**src/hdl/regbank_pkg.sv**
```systemverilog
// Constants shared by the regulator register bank and its serial port
package regbank_pkg;
    // ------------------------------------------------------------
    // Register offsets and reset values
    // ------------------------------------------------------------
    localparam logic [7:0] OFS_SP_LOW = 8'h00;
    localparam logic [7:0] OFS_SP_HIGH = 8'h01;
    localparam logic [7:0] OFS_CTRL = 8'h02;
    localparam logic [7:0] OFS_ID1 = 8'h03;
    localparam logic [7:0] OFS_ID2 = 8'h04;
    localparam logic [7:0] OFS_STATUS = 8'h05;
    localparam logic [7:0] SP_LOW_RESET = 8'hd4;
    localparam logic [7:0] SP_HIGH_RESET = 8'hcd;
    localparam logic [7:0] CTRL_RESET = 8'h80;
    // ------------------------------------------------------------
    // Field positions
    // ------------------------------------------------------------
    localparam int SP_EN_BIT = 7;
    localparam int CODE_MSB = 6;
    localparam int DISCH_BIT = 7;
    localparam int SLEW_MSB = 6;
    localparam int SLEW_LSB = 4;
    localparam int CTRL_RST_BIT = 2;
    localparam int MODE_MSB = 1;
    localparam int STAT_POWER_GOOD_FLAG_BIT = 7;
    localparam int STAT_RST_BIT = 2;
    // ------------------------------------------------------------
    // Serial bus, voltage scale and timing
    // ------------------------------------------------------------
    localparam logic [6:0] TARGET_ADDR = 7'h60;
    localparam int VOUT_REF_UV = 1000000;
    localparam int CODE_ZERO = 64;
    localparam int STEP_UV = 6250;
    localparam logic [15:0] RATE_MAX_UV_US = 16'hfa00;
    localparam int CLK_PERIOD_NS = 10;
    localparam int CLK_MHZ = 1000 / CLK_PERIOD_NS;
endpackage

```
**src/hdl/regbank_bus_if.sv**
```systemverilog
// Internal register access carrier between serial port and register bank
`timescale 1ns/1ps
interface regbank_bus_if;
    logic wr_stb;
    logic rd_stb;
    logic [7:0] addr;
    logic [7:0] wdata;
    logic [7:0] rdata;
    modport port (output wr_stb, output rd_stb, output addr, output wdata, input rdata);
    modport regs (input wr_stb, input rd_stb, input addr, input wdata, output rdata);
endinterface

```
**src/hdl/buck_regulator_register_bank.sv**
```systemverilog
// Register bank of the step-down regulator with its serial access port
`timescale 1ns/1ps
module buck_regulator_register_bank #(
    parameter int SOFTSTART_US = 250,
    parameter logic [2:0] VENDOR_CODE = 3'h2, // Arbitrary value
    parameter logic [3:0] CHIP_TYPE = 4'h3, // Arbitrary value
    parameter logic [3:0] DIE_REVISION = 4'h1 // Arbitrary value
) (
    // Clock and reset
    input wire logic ref_clk,
    input wire logic reset,
    // Control pins
    input wire logic en_pin,
    input wire logic voltage_select_pin,
    input wire logic mode_pin,
    // Serial pins
    input wire logic scl_in,
    input wire logic sda_in,
    output logic sda_out,
    output logic sda_oe,
    // Regulator controls and status
    output logic regulator_run,
    output logic [regbank_pkg::CODE_MSB:0] target_code,
    output logic [20:0] vout_uv,
    output logic [15:0] ramp_rate_uv_us,
    output logic pwm_forced,
    output logic pulldown_on,
    output logic power_good_flag
);
    import regbank_pkg::*;

    localparam int SS_CYCLES = SOFTSTART_US * CLK_MHZ;
    localparam int SS_W = $clog2(SS_CYCLES + 1);
    localparam logic [SS_W-1:0] SS_LAST = SS_W'(SS_CYCLES - 1);

    regbank_bus_if bus ();

    logic [7:0] sp_low_reg, sp_low_next, sp_high_reg, sp_high_next;
    logic disch_reg, disch_next, rst_stat_reg, rst_stat_next;
    logic [2:0] slew_reg, slew_next;
    logic [1:0] mode_reg, mode_next;
    logic [SS_W-1:0] ss_cnt_reg, ss_cnt_next;
    logic run_reg, run_next, pwm_reg, pwm_next, pull_reg, pull_next, power_good_flag_reg, power_good_flag_next;
    logic [CODE_MSB:0] code_reg, code_next;
    logic [20:0] vout_reg, vout_next;
    logic [15:0] ramp_reg, ramp_next;
    logic soft_rst, rd_status;

    // ------------------------------------------------------------
    // Serial access
    // ------------------------------------------------------------
    serial_target_port port_u (
        .ref_clk(ref_clk),
        .reset(reset),
        .scl_in(scl_in),
        .sda_in(sda_in),
        .sda_out(sda_out),
        .sda_oe(sda_oe),
        .bus(bus)
    );

    // Read view; reserved and trigger bits are forced low here, not stored
    function automatic logic [7:0] read_view(input logic [7:0] a);
        case (a)
            OFS_SP_LOW: read_view = sp_low_reg;
            OFS_SP_HIGH: read_view = sp_high_reg;
            OFS_CTRL: read_view = {disch_reg, slew_reg, 2'b00, mode_reg};
            OFS_ID1: read_view = {VENDOR_CODE, 1'b0, CHIP_TYPE};
            OFS_ID2: read_view = {4'h0, DIE_REVISION};
            OFS_STATUS: read_view = {power_good_flag_reg, 4'h0, rst_stat_reg, 2'b00};
            default: read_view = 8'h00;
        endcase
    endfunction

    assign bus.rdata = read_view(bus.addr);
    assign soft_rst = bus.wr_stb && bus.addr == OFS_CTRL && bus.wdata[CTRL_RST_BIT];
    assign rd_status = bus.rd_stb && bus.addr == OFS_STATUS;

    // ------------------------------------------------------------
    // Register file
    // ------------------------------------------------------------
    // Write decode; the reset trigger is checked last so its set beats the read clear
    always_comb begin
        sp_low_next = sp_low_reg;
        sp_high_next = sp_high_reg;
        disch_next = disch_reg;
        slew_next = slew_reg;
        mode_next = mode_reg;
        rst_stat_next = rst_stat_reg;
        if (rd_status) begin
            rst_stat_next = 1'b0;
        end
        if (soft_rst) begin
            sp_low_next = SP_LOW_RESET;
            sp_high_next = SP_HIGH_RESET;
            disch_next = CTRL_RESET[DISCH_BIT];
            slew_next = CTRL_RESET[SLEW_MSB:SLEW_LSB];
            mode_next = CTRL_RESET[MODE_MSB:0];
            rst_stat_next = 1'b1;
        end else if (bus.wr_stb) begin
            case (bus.addr)
                OFS_SP_LOW: sp_low_next = bus.wdata;
                OFS_SP_HIGH: sp_high_next = bus.wdata;
                OFS_CTRL: begin
                    disch_next = bus.wdata[DISCH_BIT];
                    slew_next = bus.wdata[SLEW_MSB:SLEW_LSB];
                    mode_next = bus.wdata[MODE_MSB:0];
                end
                default: begin
                end
            endcase
        end
    end

    // ------------------------------------------------------------
    // Regulator controls
    // ------------------------------------------------------------
    // Selected bank drives code, enable and mode bit; outputs trail register writes by one cycle, except ramp rate, which follows slew in the same cycle
    always_comb begin
        code_next = voltage_select_pin ? sp_high_reg[CODE_MSB:0] : sp_low_reg[CODE_MSB:0];
        run_next = en_pin && (voltage_select_pin ? sp_high_reg[SP_EN_BIT]
                                                 : sp_low_reg[SP_EN_BIT]);
        vout_next = 21'(VOUT_REF_UV + STEP_UV * (int'(code_next) - CODE_ZERO));
        ramp_next = RATE_MAX_UV_US >> slew_next;
        pwm_next = mode_pin || (voltage_select_pin ? mode_reg[1] : mode_reg[0]);
        pull_next = disch_reg && !run_next;
        // Soft-start restarts from zero every time the regulator stops
        if (!run_next) begin
            ss_cnt_next = '0;
        end else if (ss_cnt_reg == SS_LAST) begin
            ss_cnt_next = ss_cnt_reg;
        end else begin
            ss_cnt_next = ss_cnt_reg + SS_W'(1);
        end
        power_good_flag_next = run_next && ss_cnt_reg == SS_LAST;
    end

    // State and output registers
    always_ff @(posedge ref_clk or posedge reset) begin
        if (reset) begin
            sp_low_reg <= SP_LOW_RESET;
            sp_high_reg <= SP_HIGH_RESET;
            disch_reg <= CTRL_RESET[DISCH_BIT];
            slew_reg <= CTRL_RESET[SLEW_MSB:SLEW_LSB];
            mode_reg <= CTRL_RESET[MODE_MSB:0];
            rst_stat_reg <= 1'b0;
            ss_cnt_reg <= '0;
            run_reg <= 1'b0;
            code_reg <= SP_LOW_RESET[CODE_MSB:0];
            vout_reg <= 21'h0_0000;
            ramp_reg <= RATE_MAX_UV_US >> CTRL_RESET[SLEW_MSB:SLEW_LSB];
            pwm_reg <= 1'b0;
            pull_reg <= CTRL_RESET[DISCH_BIT];
            power_good_flag_reg <= 1'b0;
        end else begin
            sp_low_reg <= sp_low_next;
            sp_high_reg <= sp_high_next;
            disch_reg <= disch_next;
            slew_reg <= slew_next;
            mode_reg <= mode_next;
            rst_stat_reg <= rst_stat_next;
            ss_cnt_reg <= ss_cnt_next;
            run_reg <= run_next;
            code_reg <= code_next;
            vout_reg <= vout_next;
            ramp_reg <= ramp_next;
            pwm_reg <= pwm_next;
            pull_reg <= pull_next;
            power_good_flag_reg <= power_good_flag_next;
        end
    end

    assign regulator_run = run_reg;
    assign target_code = code_reg;
    assign vout_uv = vout_reg;
    assign ramp_rate_uv_us = ramp_reg;
    assign pwm_forced = pwm_reg;
    assign pulldown_on = pull_reg;
    assign power_good_flag = power_good_flag_reg;
endmodule

```
**src/hdl/serial_target_port.sv**
```systemverilog
// Two-wire serial target that turns bus frames into register strobes
`timescale 1ns/1ps
module serial_target_port (
    // Clock and reset
    input wire logic ref_clk,
    input wire logic reset,
    // Serial pins
    input wire logic scl_in,
    input wire logic sda_in,
    output logic sda_out,
    output logic sda_oe,
    // Register access
    regbank_bus_if.port bus
);
    import regbank_pkg::*;

    typedef enum logic [6:0] {
        ST_IDLE = 7'h01, ST_DEV = 7'h02, ST_REG = 7'h04, ST_WR = 7'h08,
        ST_RD = 7'h10, ST_ACK = 7'h20, ST_MACK = 7'h40
    } link_state_t;

    link_state_t state_reg, state_next, ret_reg, ret_next;
    logic scl_q_reg, sda_q_reg, oe_reg, oe_next, wr_reg, wr_next, rd_reg, rd_next;
    logic [7:0] shift_reg, shift_next, addr_reg, addr_next, wdata_reg, wdata_next;
    logic [3:0] cnt_reg, cnt_next;
    logic start, stop, rise, fall;

    // Bus conditions from the live pins against their previous samples
    assign start = scl_in && scl_q_reg && sda_q_reg && !sda_in;
    assign stop = scl_in && scl_q_reg && !sda_q_reg && sda_in;
    assign rise = scl_in && !scl_q_reg;
    assign fall = !scl_in && scl_q_reg;

    // Frame sequencing; the register pointer survives a repeated start
    always_comb begin
        state_next = state_reg;
        ret_next = ret_reg;
        oe_next = oe_reg;
        shift_next = shift_reg;
        cnt_next = cnt_reg;
        wdata_next = wdata_reg;
        wr_next = 1'b0;
        rd_next = 1'b0;
        addr_next = (wr_reg || rd_reg) ? addr_reg + 8'h01 : addr_reg;
        if (start) begin
            state_next = ST_DEV;
            cnt_next = 4'h0;
            oe_next = 1'b0;
        end else if (stop) begin
            state_next = ST_IDLE;
            oe_next = 1'b0;
        end else begin
            case (state_reg)
                ST_DEV, ST_REG, ST_WR: begin
                    if (rise && cnt_reg != 4'h8) begin
                        shift_next = {shift_reg[6:0], sda_in};
                        cnt_next = cnt_reg + 4'h1;
                    end else if (fall && cnt_reg == 4'h8) begin
                        cnt_next = 4'h0;
                        oe_next = 1'b1;
                        state_next = ST_ACK;
                        ret_next = ST_WR;
                        if (state_reg == ST_DEV) begin
                            // Foreign addresses drop back to idle without an ack
                            if (shift_reg[7:1] != TARGET_ADDR) begin
                                oe_next = 1'b0;
                                state_next = ST_IDLE;
                            end
                            ret_next = shift_reg[0] ? ST_RD : ST_REG;
                        end else if (state_reg == ST_REG) begin
                            addr_next = shift_reg;
                        end else begin
                            wr_next = 1'b1;
                            wdata_next = shift_reg;
                        end
                    end
                end
                ST_ACK: begin
                    if (fall) begin
                        oe_next = 1'b0;
                        state_next = ret_reg;
                        if (ret_reg == ST_RD) begin
                            shift_next = bus.rdata;
                            oe_next = !bus.rdata[7];
                            rd_next = 1'b1;
                            cnt_next = 4'h1;
                        end
                    end
                end
                ST_RD: begin
                    if (fall && cnt_reg == 4'h8) begin
                        oe_next = 1'b0;
                        state_next = ST_MACK;
                    end else if (fall) begin
                        oe_next = !shift_reg[6];
                        shift_next = {shift_reg[6:0], 1'b0};
                        cnt_next = cnt_reg + 4'h1;
                    end
                end
                ST_MACK: begin
                    // Host ack asks for the next byte, a nack ends the read
                    if (rise) begin
                        state_next = sda_in ? ST_IDLE : ST_ACK;
                        ret_next = ST_RD;
                    end
                end
                default: begin
                    state_next = ST_IDLE;
                end
            endcase
        end
    end

    // Port state registers
    always_ff @(posedge ref_clk or posedge reset) begin
        if (reset) begin
            state_reg <= ST_IDLE;
            ret_reg <= ST_IDLE;
            scl_q_reg <= 1'b1;
            sda_q_reg <= 1'b1;
            oe_reg <= 1'b0;
            wr_reg <= 1'b0;
            rd_reg <= 1'b0;
            shift_reg <= 8'h00;
            addr_reg <= 8'h00;
            wdata_reg <= 8'h00;
            cnt_reg <= 4'h0;
            sda_out <= 1'b0;
        end else begin
            state_reg <= state_next;
            ret_reg <= ret_next;
            scl_q_reg <= scl_in;
            sda_q_reg <= sda_in;
            oe_reg <= oe_next;
            wr_reg <= wr_next;
            rd_reg <= rd_next;
            shift_reg <= shift_next;
            addr_reg <= addr_next;
            wdata_reg <= wdata_next;
            cnt_reg <= cnt_next;
            sda_out <= 1'b0;
        end
    end

    assign sda_oe = oe_reg;
    assign bus.wr_stb = wr_reg;
    assign bus.rd_stb = rd_reg;
    assign bus.addr = addr_reg;
    assign bus.wdata = wdata_reg;
endmodule

```
**config.mk**
```make
export PLATFORM = sky130hd
export DESIGN_NAME = buck_regulator_register_bank
export DESIGN_NICKNAME = d
export VERILOG_FILES = /design/src/hdl/regbank_pkg.sv /design/src/hdl/regbank_bus_if.sv /design/src/hdl/buck_regulator_register_bank.sv /design/src/hdl/serial_target_port.sv
export SDC_FILE = /design/constraint.sdc
export NUM_CORES = 1
export LEC_CHECK = 0
export ABC_CLOCK_PERIOD_IN_PS = 9800
export BUFFER_PORTS_ARGS = -buffer_cell sky130_fd_sc_hd__buf_4
export CAP_MARGIN = 20
export CORE_ASPECT_RATIO = 0.6
export CORE_MARGIN = 4
export CORE_UTILIZATION = 35
export DETAILED_ROUTE_END_ITERATION = 10
export GPL_TIMING_DRIVEN = 0
export MAX_ROUTING_LAYER = met4
export REMOVE_ABC_BUFFERS = 1
export SETUP_SLACK_MARGIN = 0.02
export SYNTH_ARGS = -nofsm -noshare
export SYNTH_HDL_FRONTEND = slang
export SYNTH_SLANG_ARGS = --single-unit
export TNS_END_PERCENT = 20
```
**constraint.sdc**
```tcl
create_clock -name ref_clk -period 9.8 [get_ports ref_clk]
set_clock_uncertainty 0.1 [all_clocks]
set_input_delay 2.94 -clock ref_clk [delete_from_list [all_inputs] [get_ports ref_clk]]
set_output_delay 2.94 -clock ref_clk [all_outputs]
set_load 0.03 [all_outputs]
```
==> impl_metrics.yaml, run 1 <==
outcome:
  outcome: "completed"
placed_design:
  dp_hpwl_um: 12400
  routabilityCongestion: 0.845
  port_buffers: 52
  placed_area_mm2: 0.00798
  dp.cells: 1033
global_route:
  grt-ovfl-total: 0
  track_usage: 0.150
  grt_pass1_wl_um: 27400
  grt_pass1_vias: 4941
  grt_max_degree: 85
  antenna_found_initial: 0
die:
  die_area_mm2: 0.0234
  die_h_um: 120
  core-area_mm2: 0.0203
  initial_core_util: 0.361
  die_w_um: 195
  ioPinCount: 57
  row_count: 40
logic_synthesis:
  postSynthAreaPerCell_um2: 10.1
  yosys-top-cells-area: "dfrtp_1, dfstp_2, ha_1"
  synth_fa_ha_area_frac: 0.121
  yosys.cell_types.count: 79
  synth_xor_area_frac: 0.0583
  synth_mux_area_frac: 0.0312
  synthCells: 726
  ys.flop_type: "dfrtp_1"
  syn-cell-area_mm2: 0.00734
  synthSimpleGateAreaFrac: 0.180
  synth_compound_area_frac: 0.131
  synth_top_family_by_area: "simple AND/OR/NAND/NOR gates"
  yosysWarnings: 0
  synth_edf_count: 0
  ys_seq_area_frac: 0.430
  ys_ff_latch: 125
  async_flop_share: 1.00
  synth.largest_area_cell: "dfrtp_1"
  yosysTopAreaCellShare: 0.344
detailed_routing:
  dr.pass1.iters: 5
  num_vias: 5362
  drc: 0
  viasPerCell: 5.03
  wl_per_cell_um: 15.5
  ant_nets: 0
  routed_wl_um: 16500
  drt_iter0_markers: 415
worst_setup_path:
  critPathSlowestCell: "fa_1"
  r2r_end: "vout_uv[20]$_DFF_PP0_"
  worstRegToRegCells: 17
  path_class: "primary input to register"
  cp_max_fo: 10
  critPathTopFamily: "adder cells"
  crit_buf_inv: 4
  reg2reg_slack_ns: 4.63
  critical_path_arrival_ns: 7.79
  cp-start-kind: "primary input"
  rr_startpoint: "sp_high_reg[2]$_DFFE_PP1P_"
  cp-end-kind: "register"
  max_stage_delay_ns: 0.55
  path_cells: "buf_4, mux2i_1, inv_1, ha_1, ha_1, fa_1, inv_1, fa_1, inv_1, ha_1, o21ai_0, a21oi_1, o2111ai_1, a21boi_0, xor2_1, a2111oi_4, o211a_1, nor2_1"
  cp.required_ns: 9.99
layout:
  fin_nets: 849
  final_cells: 1065
  final_cell_mix: "dfrtp_1, nand2_1, nor2_1"
  fin_util: 0.423
  stdcell_area_mm2: 0.00859
  largest_reg_flops: 18
  area_growth_pct: 17.1
  num_antenna_cells: 0
  drive_gt1_frac: 0.197
  final_common_cell: "dfrtp_1"
clocking:
  ctsHoldBuffers: 0
  clk_pin_slew_ns: 0.06
  cts_setup_buffers: 0
  clockBufferDepth: 2
  cts_tree: "yes"
  numCtsBuffers: 17
  cts_resized: 0
  cts.htree.levels: 4
  cts_root_buf: "clkbuf_16"
  clock-sinks: 125
  insertion_delay_ns: 0.42
power_and_ir_drop:
  ir_drop_v: 0.000106
  leakagePower_nw: 3.97
  powerDensity_mw_per_mm2: 149
sta:
  finalHoldViolCount: 0
  period_share: 0.775
  finalSetupViolCount: 0
  slew_headroom: 0.291
  worstMarginPinSlew_ns: 1.06
  fmax_mhz: 132
  setup-tns-final_ns: 0
  rsz0062_at_grt: "no"
  maxSlewViolCount: 0
  period_minus_slack_ns: 7.60
flow_run:
  drv_cap: 0
worst_hold_path:
  hold_depth: 2
  min_to: "port_u.ret_reg[0]$_DFFE_PP1P_"
  worstHoldStart: "port_u.ret_reg[0]$_DFFE_PP1P_"
  hp-class: "register to register"
## synth_stat cells, types with 9 or more instances
library cell / n
a21oi_1: 38
clkbuf_1: 9
dfrtp_1: 101
dfstp_2: 24
fa_1: 13
ha_1: 50
inv_1: 55
mux2_2: 15
nand2_1: 70
nand3_1: 44
nor2_1: 62
nor3_1: 15
o21ai_0: 35
xnor2_1: 27
xor2_1: 20
## layout make-up
| type | count | area, um^2 |
|---|---|---|
| clock inverter | 14 | 169 |
| clock buffer | 18 | 439 |
| timing repair buffer | 53 | 418 |
| multi-input combinational | 525 | 3840 |
| tap | 273 | 342 |
| fill | 1979 | 11700 |
| sequential | 125 | 3160 |
| inverter | 57 | 226 |
## routing by layer
layer  global-route usage  up-vias  routed length (um)
met5                    -        -                   0
met4               0.0410        0                 115
met3               0.0337        9                1110
met2                0.169      151                5850
met1                0.252     2569                9450
li1                     -     2633                   -
## worst max path at each step
stage	from	to	depth (start not counted)
after floorplan	voltage_select_pin	vout_uv[20]$_DFF_PP0_	17
after global placement	voltage_select_pin	vout_uv[20]$_DFF_PP0_	18
after detailed placement	voltage_select_pin	vout_uv[20]$_DFF_PP0_	18
after global routing	voltage_select_pin	vout_uv[20]$_DFF_PP0_	18
final	voltage_select_pin	vout_uv[20]$_DFF_PP0_	18
after CTS	voltage_select_pin	vout_uv[20]$_DFF_PP0_	18
## where the power goes
part	internal, mW	total (mW)	switching [mW]
Clock	0.407	0.650	0.243
Sequential	0.535	0.558	0.0239
Combinational	0.0233	0.0710	0.0477
## kinds of logic after synthesis
| logic type | after synthesis |
|---|---|
| compound gates | 140 |
| flops | 125 |
| xor+xnor | 48 |
| simple gates | 249 |
| mux | 21 |
| buf+inv | 79 |
| other cells | 1 |
| fa+ha+maj | 63 |
## tightest hold or removal path, stage by stage, from the launching register on
cell and delay (ns):
dfstp_2 0.38, inv_1 0.04, nor2_1 0.03
## per-stage QoR
stage / total power, mW / worst slack, ns / hold slack (ns)
6_report: 1.28 / 2.20 / 0.354
5_1_grt: 1.33 / 1.97 / 0.378
4_1_cts: 1.29 / 2.22 / 0.358
3_5_place_dp: 0.637 / 1.79 / 0.348
3_3_place_gp: 0.635 / 1.78 / 0.345
2_1_floorplan: 0.605 / 2.60 / 0.331
(Power assumes the default switching activity.)
==> run 2: changes to the inputs <==
--- a/config.mk
+++ b/config.mk
@@ -5,7 +5,7 @@
 export SDC_FILE = /design/constraint.sdc
 export NUM_CORES = 1
 export LEC_CHECK = 0
-export ABC_CLOCK_PERIOD_IN_PS = 9800
+export ABC_CLOCK_PERIOD_IN_PS = 7000
 export BUFFER_PORTS_ARGS = -buffer_cell sky130_fd_sc_hd__buf_4
 export CAP_MARGIN = 20
 export CORE_ASPECT_RATIO = 0.6
==> constraint.sdc (replaced) <==
create_clock -name ref_clk -period 7 [get_ports ref_clk]
set_clock_uncertainty 0.1 [all_clocks]
set_input_delay 2.1 -clock ref_clk [delete_from_list [all_inputs] [get_ports ref_clk]]
set_output_delay 2.1 -clock ref_clk [all_outputs]
set_load 0.03 [all_outputs]
==> run 2 against run 1 <==
  * Sequential power grew 40%
  * Routed wire length is 0.32% higher
  * Design area barely moved
  * Register-to-register slack worse by 2.7 ns
  * Global-route usage is the same
  * Power is 40% higher
  * Combinational power up 40%
  * Via count about the same
  * Worst setup slack worse by 1.9 ns
  * Non-clock buffer count unchanged
  * Clock-buffer cell count unchanged
==> impl_metrics.yaml, run 2 (synthesis results as in run 1) <==
outcome:
  outcome: "completed"
clocking:
  clock-sinks: 125
  insertion_delay_ns: 0.42
  cts_tree: "yes"
  cts_setup_buffers: 0
  clk_pin_slew_ns: 0.06
  clockBufferDepth: 2
  cts_root_buf: "clkbuf_16"
  numCtsBuffers: 17
  cts.htree.levels: 4
detailed_routing:
  dr.pass1.iters: 5
  viasPerCell: 5.03
  wl_per_cell_um: 15.6
  routed_wl_um: 16600
  num_vias: 5358
  ant_nets: 0
  drc: 0
  drt_iter0_markers: 450
worst_setup_path:
  cp_max_fo: 10
  rr_startpoint: "sp_high_reg[2]$_DFFE_PP1P_"
  path_cells: "buf_4, mux2i_2, inv_1, ha_1, ha_1, fa_1, inv_1, fa_1, inv_1, ha_1, o21ai_0, a21oi_1, o2111ai_1, a21boi_0, xor2_1, a2111oi_4, o211a_1, nor2_1"
  r2r_end: "vout_uv[20]$_DFF_PP0_"
  max_stage_delay_ns: 0.55
  critPathLaunch: "voltage_select_pin"
  cp-start-kind: "primary input"
  critical_path_arrival_ns: 6.86
  worstRegToRegCells: 17
  cp-end-kind: "register"
  path_class: "primary input to register"
  reg2reg_slack_ns: 1.93
  cp.required_ns: 7.20
  critPathSlowestCell: "fa_1"
flow_run:
  drv_cap: 0
power_and_ir_drop:
  ir_drop_v: 0.000149
  internal_power_mw: 1.35
  netSwitchingPower_mw: 0.443
  leakagePower_nw: 3.97
  powerDensity_mw_per_mm2: 209
  combPwrFrac: 0.055
  seqPwrFrac: 0.436
  power_mw: 1.79
  pwr-share-clk: 0.509
  switching_share: 0.247
sta:
  maxSlewViolCount: 0
  period_minus_slack_ns: 6.67
  worstMarginPinSlew_ns: 1.03
  whs_ns: 0.354
  period_share: 0.952
  finalHoldViolCount: 0
  slew_headroom: 0.311
  fmax_mhz: 150
  rsz0062_at_grt: "no"
  finalSetupViolCount: 0
layout:
  drive_gt1_frac: 0.198
  stdcell_area_mm2: 0.00860
  fin_nets: 849
  final_common_cell: "dfrtp_1"
  area_growth_pct: 17.2
  num_antenna_cells: 0
  final_cell_mix: "dfrtp_1, nand2_1, nor2_1"
  largest_reg_flops: 18
global_route:
  grt_pass1_vias: 4941
  antenna_found_initial: 0
  grt_max_degree: 85
  grt-ovfl-total: 0
  track_usage: 0.150
  grt_pass1_wl_um: 27400
die:
  row_count: 40
  die_w_um: 195
  die_h_um: 120
  initial_core_util: 0.361
  core-area_mm2: 0.0203
  die_area_mm2: 0.0234
  ioPinCount: 57
worst_hold_path:
  worstHoldStart: "port_u.ret_reg[0]$_DFFE_PP1P_"
  hold_depth: 2
  min_to: "port_u.ret_reg[0]$_DFFE_PP1P_"
  hp-class: "register to register"
placed_design:
  dp_hpwl_um: 12400
  placed_area_mm2: 0.00798
  routabilityCongestion: 0.845
  port_buffers: 52
==> run 2: power by group through the flow <==
stage,registers [mW],logic (mW),clock network [mW]
finish,0.782,0.0991,0.912
global placement,0.793,0.0956,0
floorplan,0.781,0.0659,0
CTS,0.781,0.0994,0.929
global route,0.785,0.114,0.963
detailed placement,0.793,0.0988,0
==> run 2: worst max path at each step <==
| stage | end | slack (ns) |
|---|---|---|
| final | vout_uv[20]$_DFF_PP0_ | 0.33 |
| after global routing | vout_uv[20]$_DFF_PP0_ | 0.10 |
| after CTS | vout_uv[20]$_DFF_PP0_ | 0.26 |
| after detailed placement | vout_uv[20]$_DFF_PP0_ | -0.17 |
| after global placement | vout_uv[20]$_DFF_PP0_ | -0.18 |
| after floorplan | vout_uv[20]$_DFF_PP0_ | 0.64 |
==> run 2: worst max-delay path, delay by kind of cell <==
kind                       cells  cell delay (ns)
adders and majority gates      5             2.13
buffers and inverters          4             0.49
AOI/OAI and AO/OA              6             1.54
and+or+nand+nor                1             0.04
muxes                          1             0.34
xor gates and xnor gates       1             0.21
==> run 2: final cells by class <==
type / count / area (um^2)
multi-input combinational: 525 / 3840
sequential: 125 / 3160
inverter: 57 / 226
clock buffer: 18 / 439
fill: 1980 / 11700
timing repair buffer: 53 / 418
clock inverter: 14 / 169
tap: 273 / 342
==> run 2: per-stage QoR <==
stage,cells,utilization,setup WS (ns),setup TNS (ns)
3_5_place_dp,1033,0.393,-0.166,-0.373
3_3_place_gp,1032,0.391,-0.182,-6.71
2_1_floorplan,707,-,0.643,0
6_report,1065,0.423,0.333,0
4_1_cts,1065,0.423,0.257,0
5_1_grt,1065,0.423,0.102,0
==> run 2: layer usage <==
metal  up-vias  global-route usage  wire, um
li1       2634                   -         -
met2       137               0.169      5880
met4         0              0.0410       128
met1      2577               0.252      9620
met3        10              0.0337       960
met5         -                   -         0
==> run 2: repair_timing <==
action,in CTS,in global routing
setup endpoints to repair,0,1
hold buffers,0,0
gates resized for setup,0,1
==> run 3: changes to the inputs <==
--- a/config.mk
+++ b/config.mk
@@ -9,7 +9,6 @@
 export BUFFER_PORTS_ARGS = -buffer_cell sky130_fd_sc_hd__buf_4
 export CAP_MARGIN = 20
 export CORE_ASPECT_RATIO = 0.6
-export CORE_MARGIN = 4
 export CORE_UTILIZATION = 35
 export DETAILED_ROUTE_END_ITERATION = 10
 export GPL_TIMING_DRIVEN = 0
==> run 3 against run 2 <==
  * Power increased by 3.7%
  * Critical path depth stayed put
  * Register-to-register slack about the same
  * Core utilization is 0.32 points higher
  * Clock-buffer cell count is the same
  * Worst setup slack got worse by 0.0056 ns
  * Clock power up 7.3%
  * Worst hold slack improved by 0.0078 ns
  * Sequential power is essentially flat
  * Largest power group unchanged
==> impl_metrics.yaml, run 3 (synthesis results as in run 1) <==
sta:
  period_share: 0.953
  period_minus_slack_ns: 6.67
  finalHoldViolCount: 0
  maxSlewViolCount: 0
  slew_headroom: 0.314
  setup_slack_ns: 0.328
  worstMarginPinSlew_ns: 1.02
  finalSetupViolCount: 0
  fmax_mhz: 150
  rsz0062_at_grt: "no"
layout:
  fin_nets: 849
  largest_reg_flops: 18
  multiInputGateArea_mm2: 0.00384
  regArea_mm2: 0.00316
  drive_gt1_frac: 0.197
  num_antenna_cells: 0
  n_fill_cell: 1937
  final_cell_mix: "dfrtp_1, nand2_1, nor2_1"
  area_growth_pct: 17.8
  stdcell_area_mm2: 0.00864
  final_common_cell: "dfrtp_1"
placed_design:
  post-place-ws_ns: -0.0770
  routabilityCongestion: 0.825
  dp_hpwl_um: 12300
  placed_area_mm2: 0.00798
  port_buffers: 52
worst_setup_path:
  cp-end-kind: "register"
  cp_max_fo: 10
  cp.required_ns: 7.19
  critical_path_arrival_ns: 6.87
  reg2reg_slack_ns: 1.93
  path_class: "primary input to register"
  cp-start-kind: "primary input"
clocking:
  insertion_delay_ns: 0.42
  cts_resized: 0
  clockBufferDepth: 2
  numCtsBuffers: 17
  cts_tree: "yes"
  cts_setup_buffers: 0
  clock-sinks: 125
  ctsHoldBuffers: 0
  cts.htree.levels: 4
  clk_pin_slew_ns: 0.06
  cts_root_buf: "clkbuf_16"
global_route:
  grt_pass1_wl_um: 27600
  antenna_found_initial: 0
  track_usage: 0.169
  grt_pass1_vias: 5109
  grt_max_degree: 97
  grt-ovfl-total: 0
power_and_ir_drop:
  ir_drop_v: 0.000153
  internal_power_mw: 1.42
  power_mw: 1.86
  powerDensity_mw_per_mm2: 215
  netSwitchingPower_mw: 0.437
  pwr-share-clk: 0.526
  leakagePower_nw: 3.99
  seqPwrFrac: 0.420
  switching_share: 0.235
  combPwrFrac: 0.054
outcome:
  outcome: "completed"
detailed_routing:
  viasPerCell: 5.06
  num_vias: 5386
  wl_per_cell_um: 15.8
  drt_iter0_markers: 409
  dr.pass1.iters: 6
  drc: 0
  routed_wl_um: 16800
  ant_nets: 0
die:
  die_h_um: 114
  die_area_mm2: 0.0216
  die_w_um: 189
  ioPinCount: 57
  initial_core_util: 0.362
  row_count: 40
  core-area_mm2: 0.0203
worst_hold_path:
  hp-class: "register to register"
flow_run:
  drv_cap: 0
==> run 3: cell count changes in the layout (fill, tap and decap cells not counted), moves of 2 or more <==
cell        before  now
clkinv_2         4    2
clkinvlp_4       2    4
clkinv_4         4    2
bufinv_16        3    5
==> run 3: metrics by stage <==
step / util / cells / hold slack, ns / TNS [ns]
finish: 0.426 / 1065 / 0.361 / 0
detailed placement: 0.394 / 1033 / 0.352 / -0.134
global route: 0.426 / 1065 / 0.381 / 0
floorplan: - / 707 / 0.331 / 0
CTS: 0.426 / 1065 / 0.363 / 0
global placement: 0.392 / 1032 / 0.344 / -14.23
==> run 3: worst paths after layout <==
path	from	end	cells past startpoint
worst max-delay path	voltage_select_pin	vout_uv[20]$_DFF_PP0_	18
worst min-delay path	port_u.ret_reg[0]$_DFFE_PP1P_	port_u.ret_reg[0]$_DFFE_PP1P_	2
worst max register to register	sp_low_reg[2]$_DFFE_PP1P_	vout_uv[20]$_DFF_PP0_	17
worst min register to register	port_u.ret_reg[0]$_DFFE_PP1P_	port_u.ret_reg[0]$_DFFE_PP1P_	2
max in group asynchronous	reset	sp_high_reg[2]$_DFFE_PP1P_	3
min in group asynchronous	reset	ss_cnt_reg[14]$_DFFE_PP0N_	2
==> run 3: cell type report <==
class / instances / share of cell area
tap: 273 / 0.0395
clock buffer: 18 / 0.0508
timing repair buffer: 53 / 0.0484
multi-input combinational: 525 / 0.444
clock inverter: 14 / 0.0251
inverter: 57 / 0.0262
sequential: 125 / 0.366
==> run 3: power by group through the flow <==
stage | Combinational (mW) | Clock [mW] | Sequential, mW
6_report | 0.100 | 0.979 | 0.781
5_1_grt | 0.113 | 1.03 | 0.785
3_5_place_dp | 0.0993 | 0 | 0.793
3_3_place_gp | 0.0952 | 0 | 0.792
4_1_cts | 0.0998 | 0.998 | 0.781
2_1_floorplan | 0.0659 | 0 | 0.781
==> run 3: layer usage <==
metal,vias up,wire [um],global-route usage
met3,20,1240,0.0460
met1,2557,9320,0.267
li1,2628,-,-
met2,181,6020,0.198
met5,-,0,-
met4,0,193,0.0516
==> run 3: critical path, cell delays in order <==
cell,delay [ns]
buf_4,0.20
mux2i_1,0.34
inv_1,0.20
ha_1,0.38
ha_1,0.32
fa_1,0.55
inv_1,0.06
fa_1,0.49
inv_1,0.04
ha_1,0.38
o21ai_0,0.11
o21ai_0,0.27
a21oi_1,0.16
o21ai_0,0.43
xor2_1,0.18
a2111oi_4,0.41
o211a_1,0.20
nor2_1,0.04
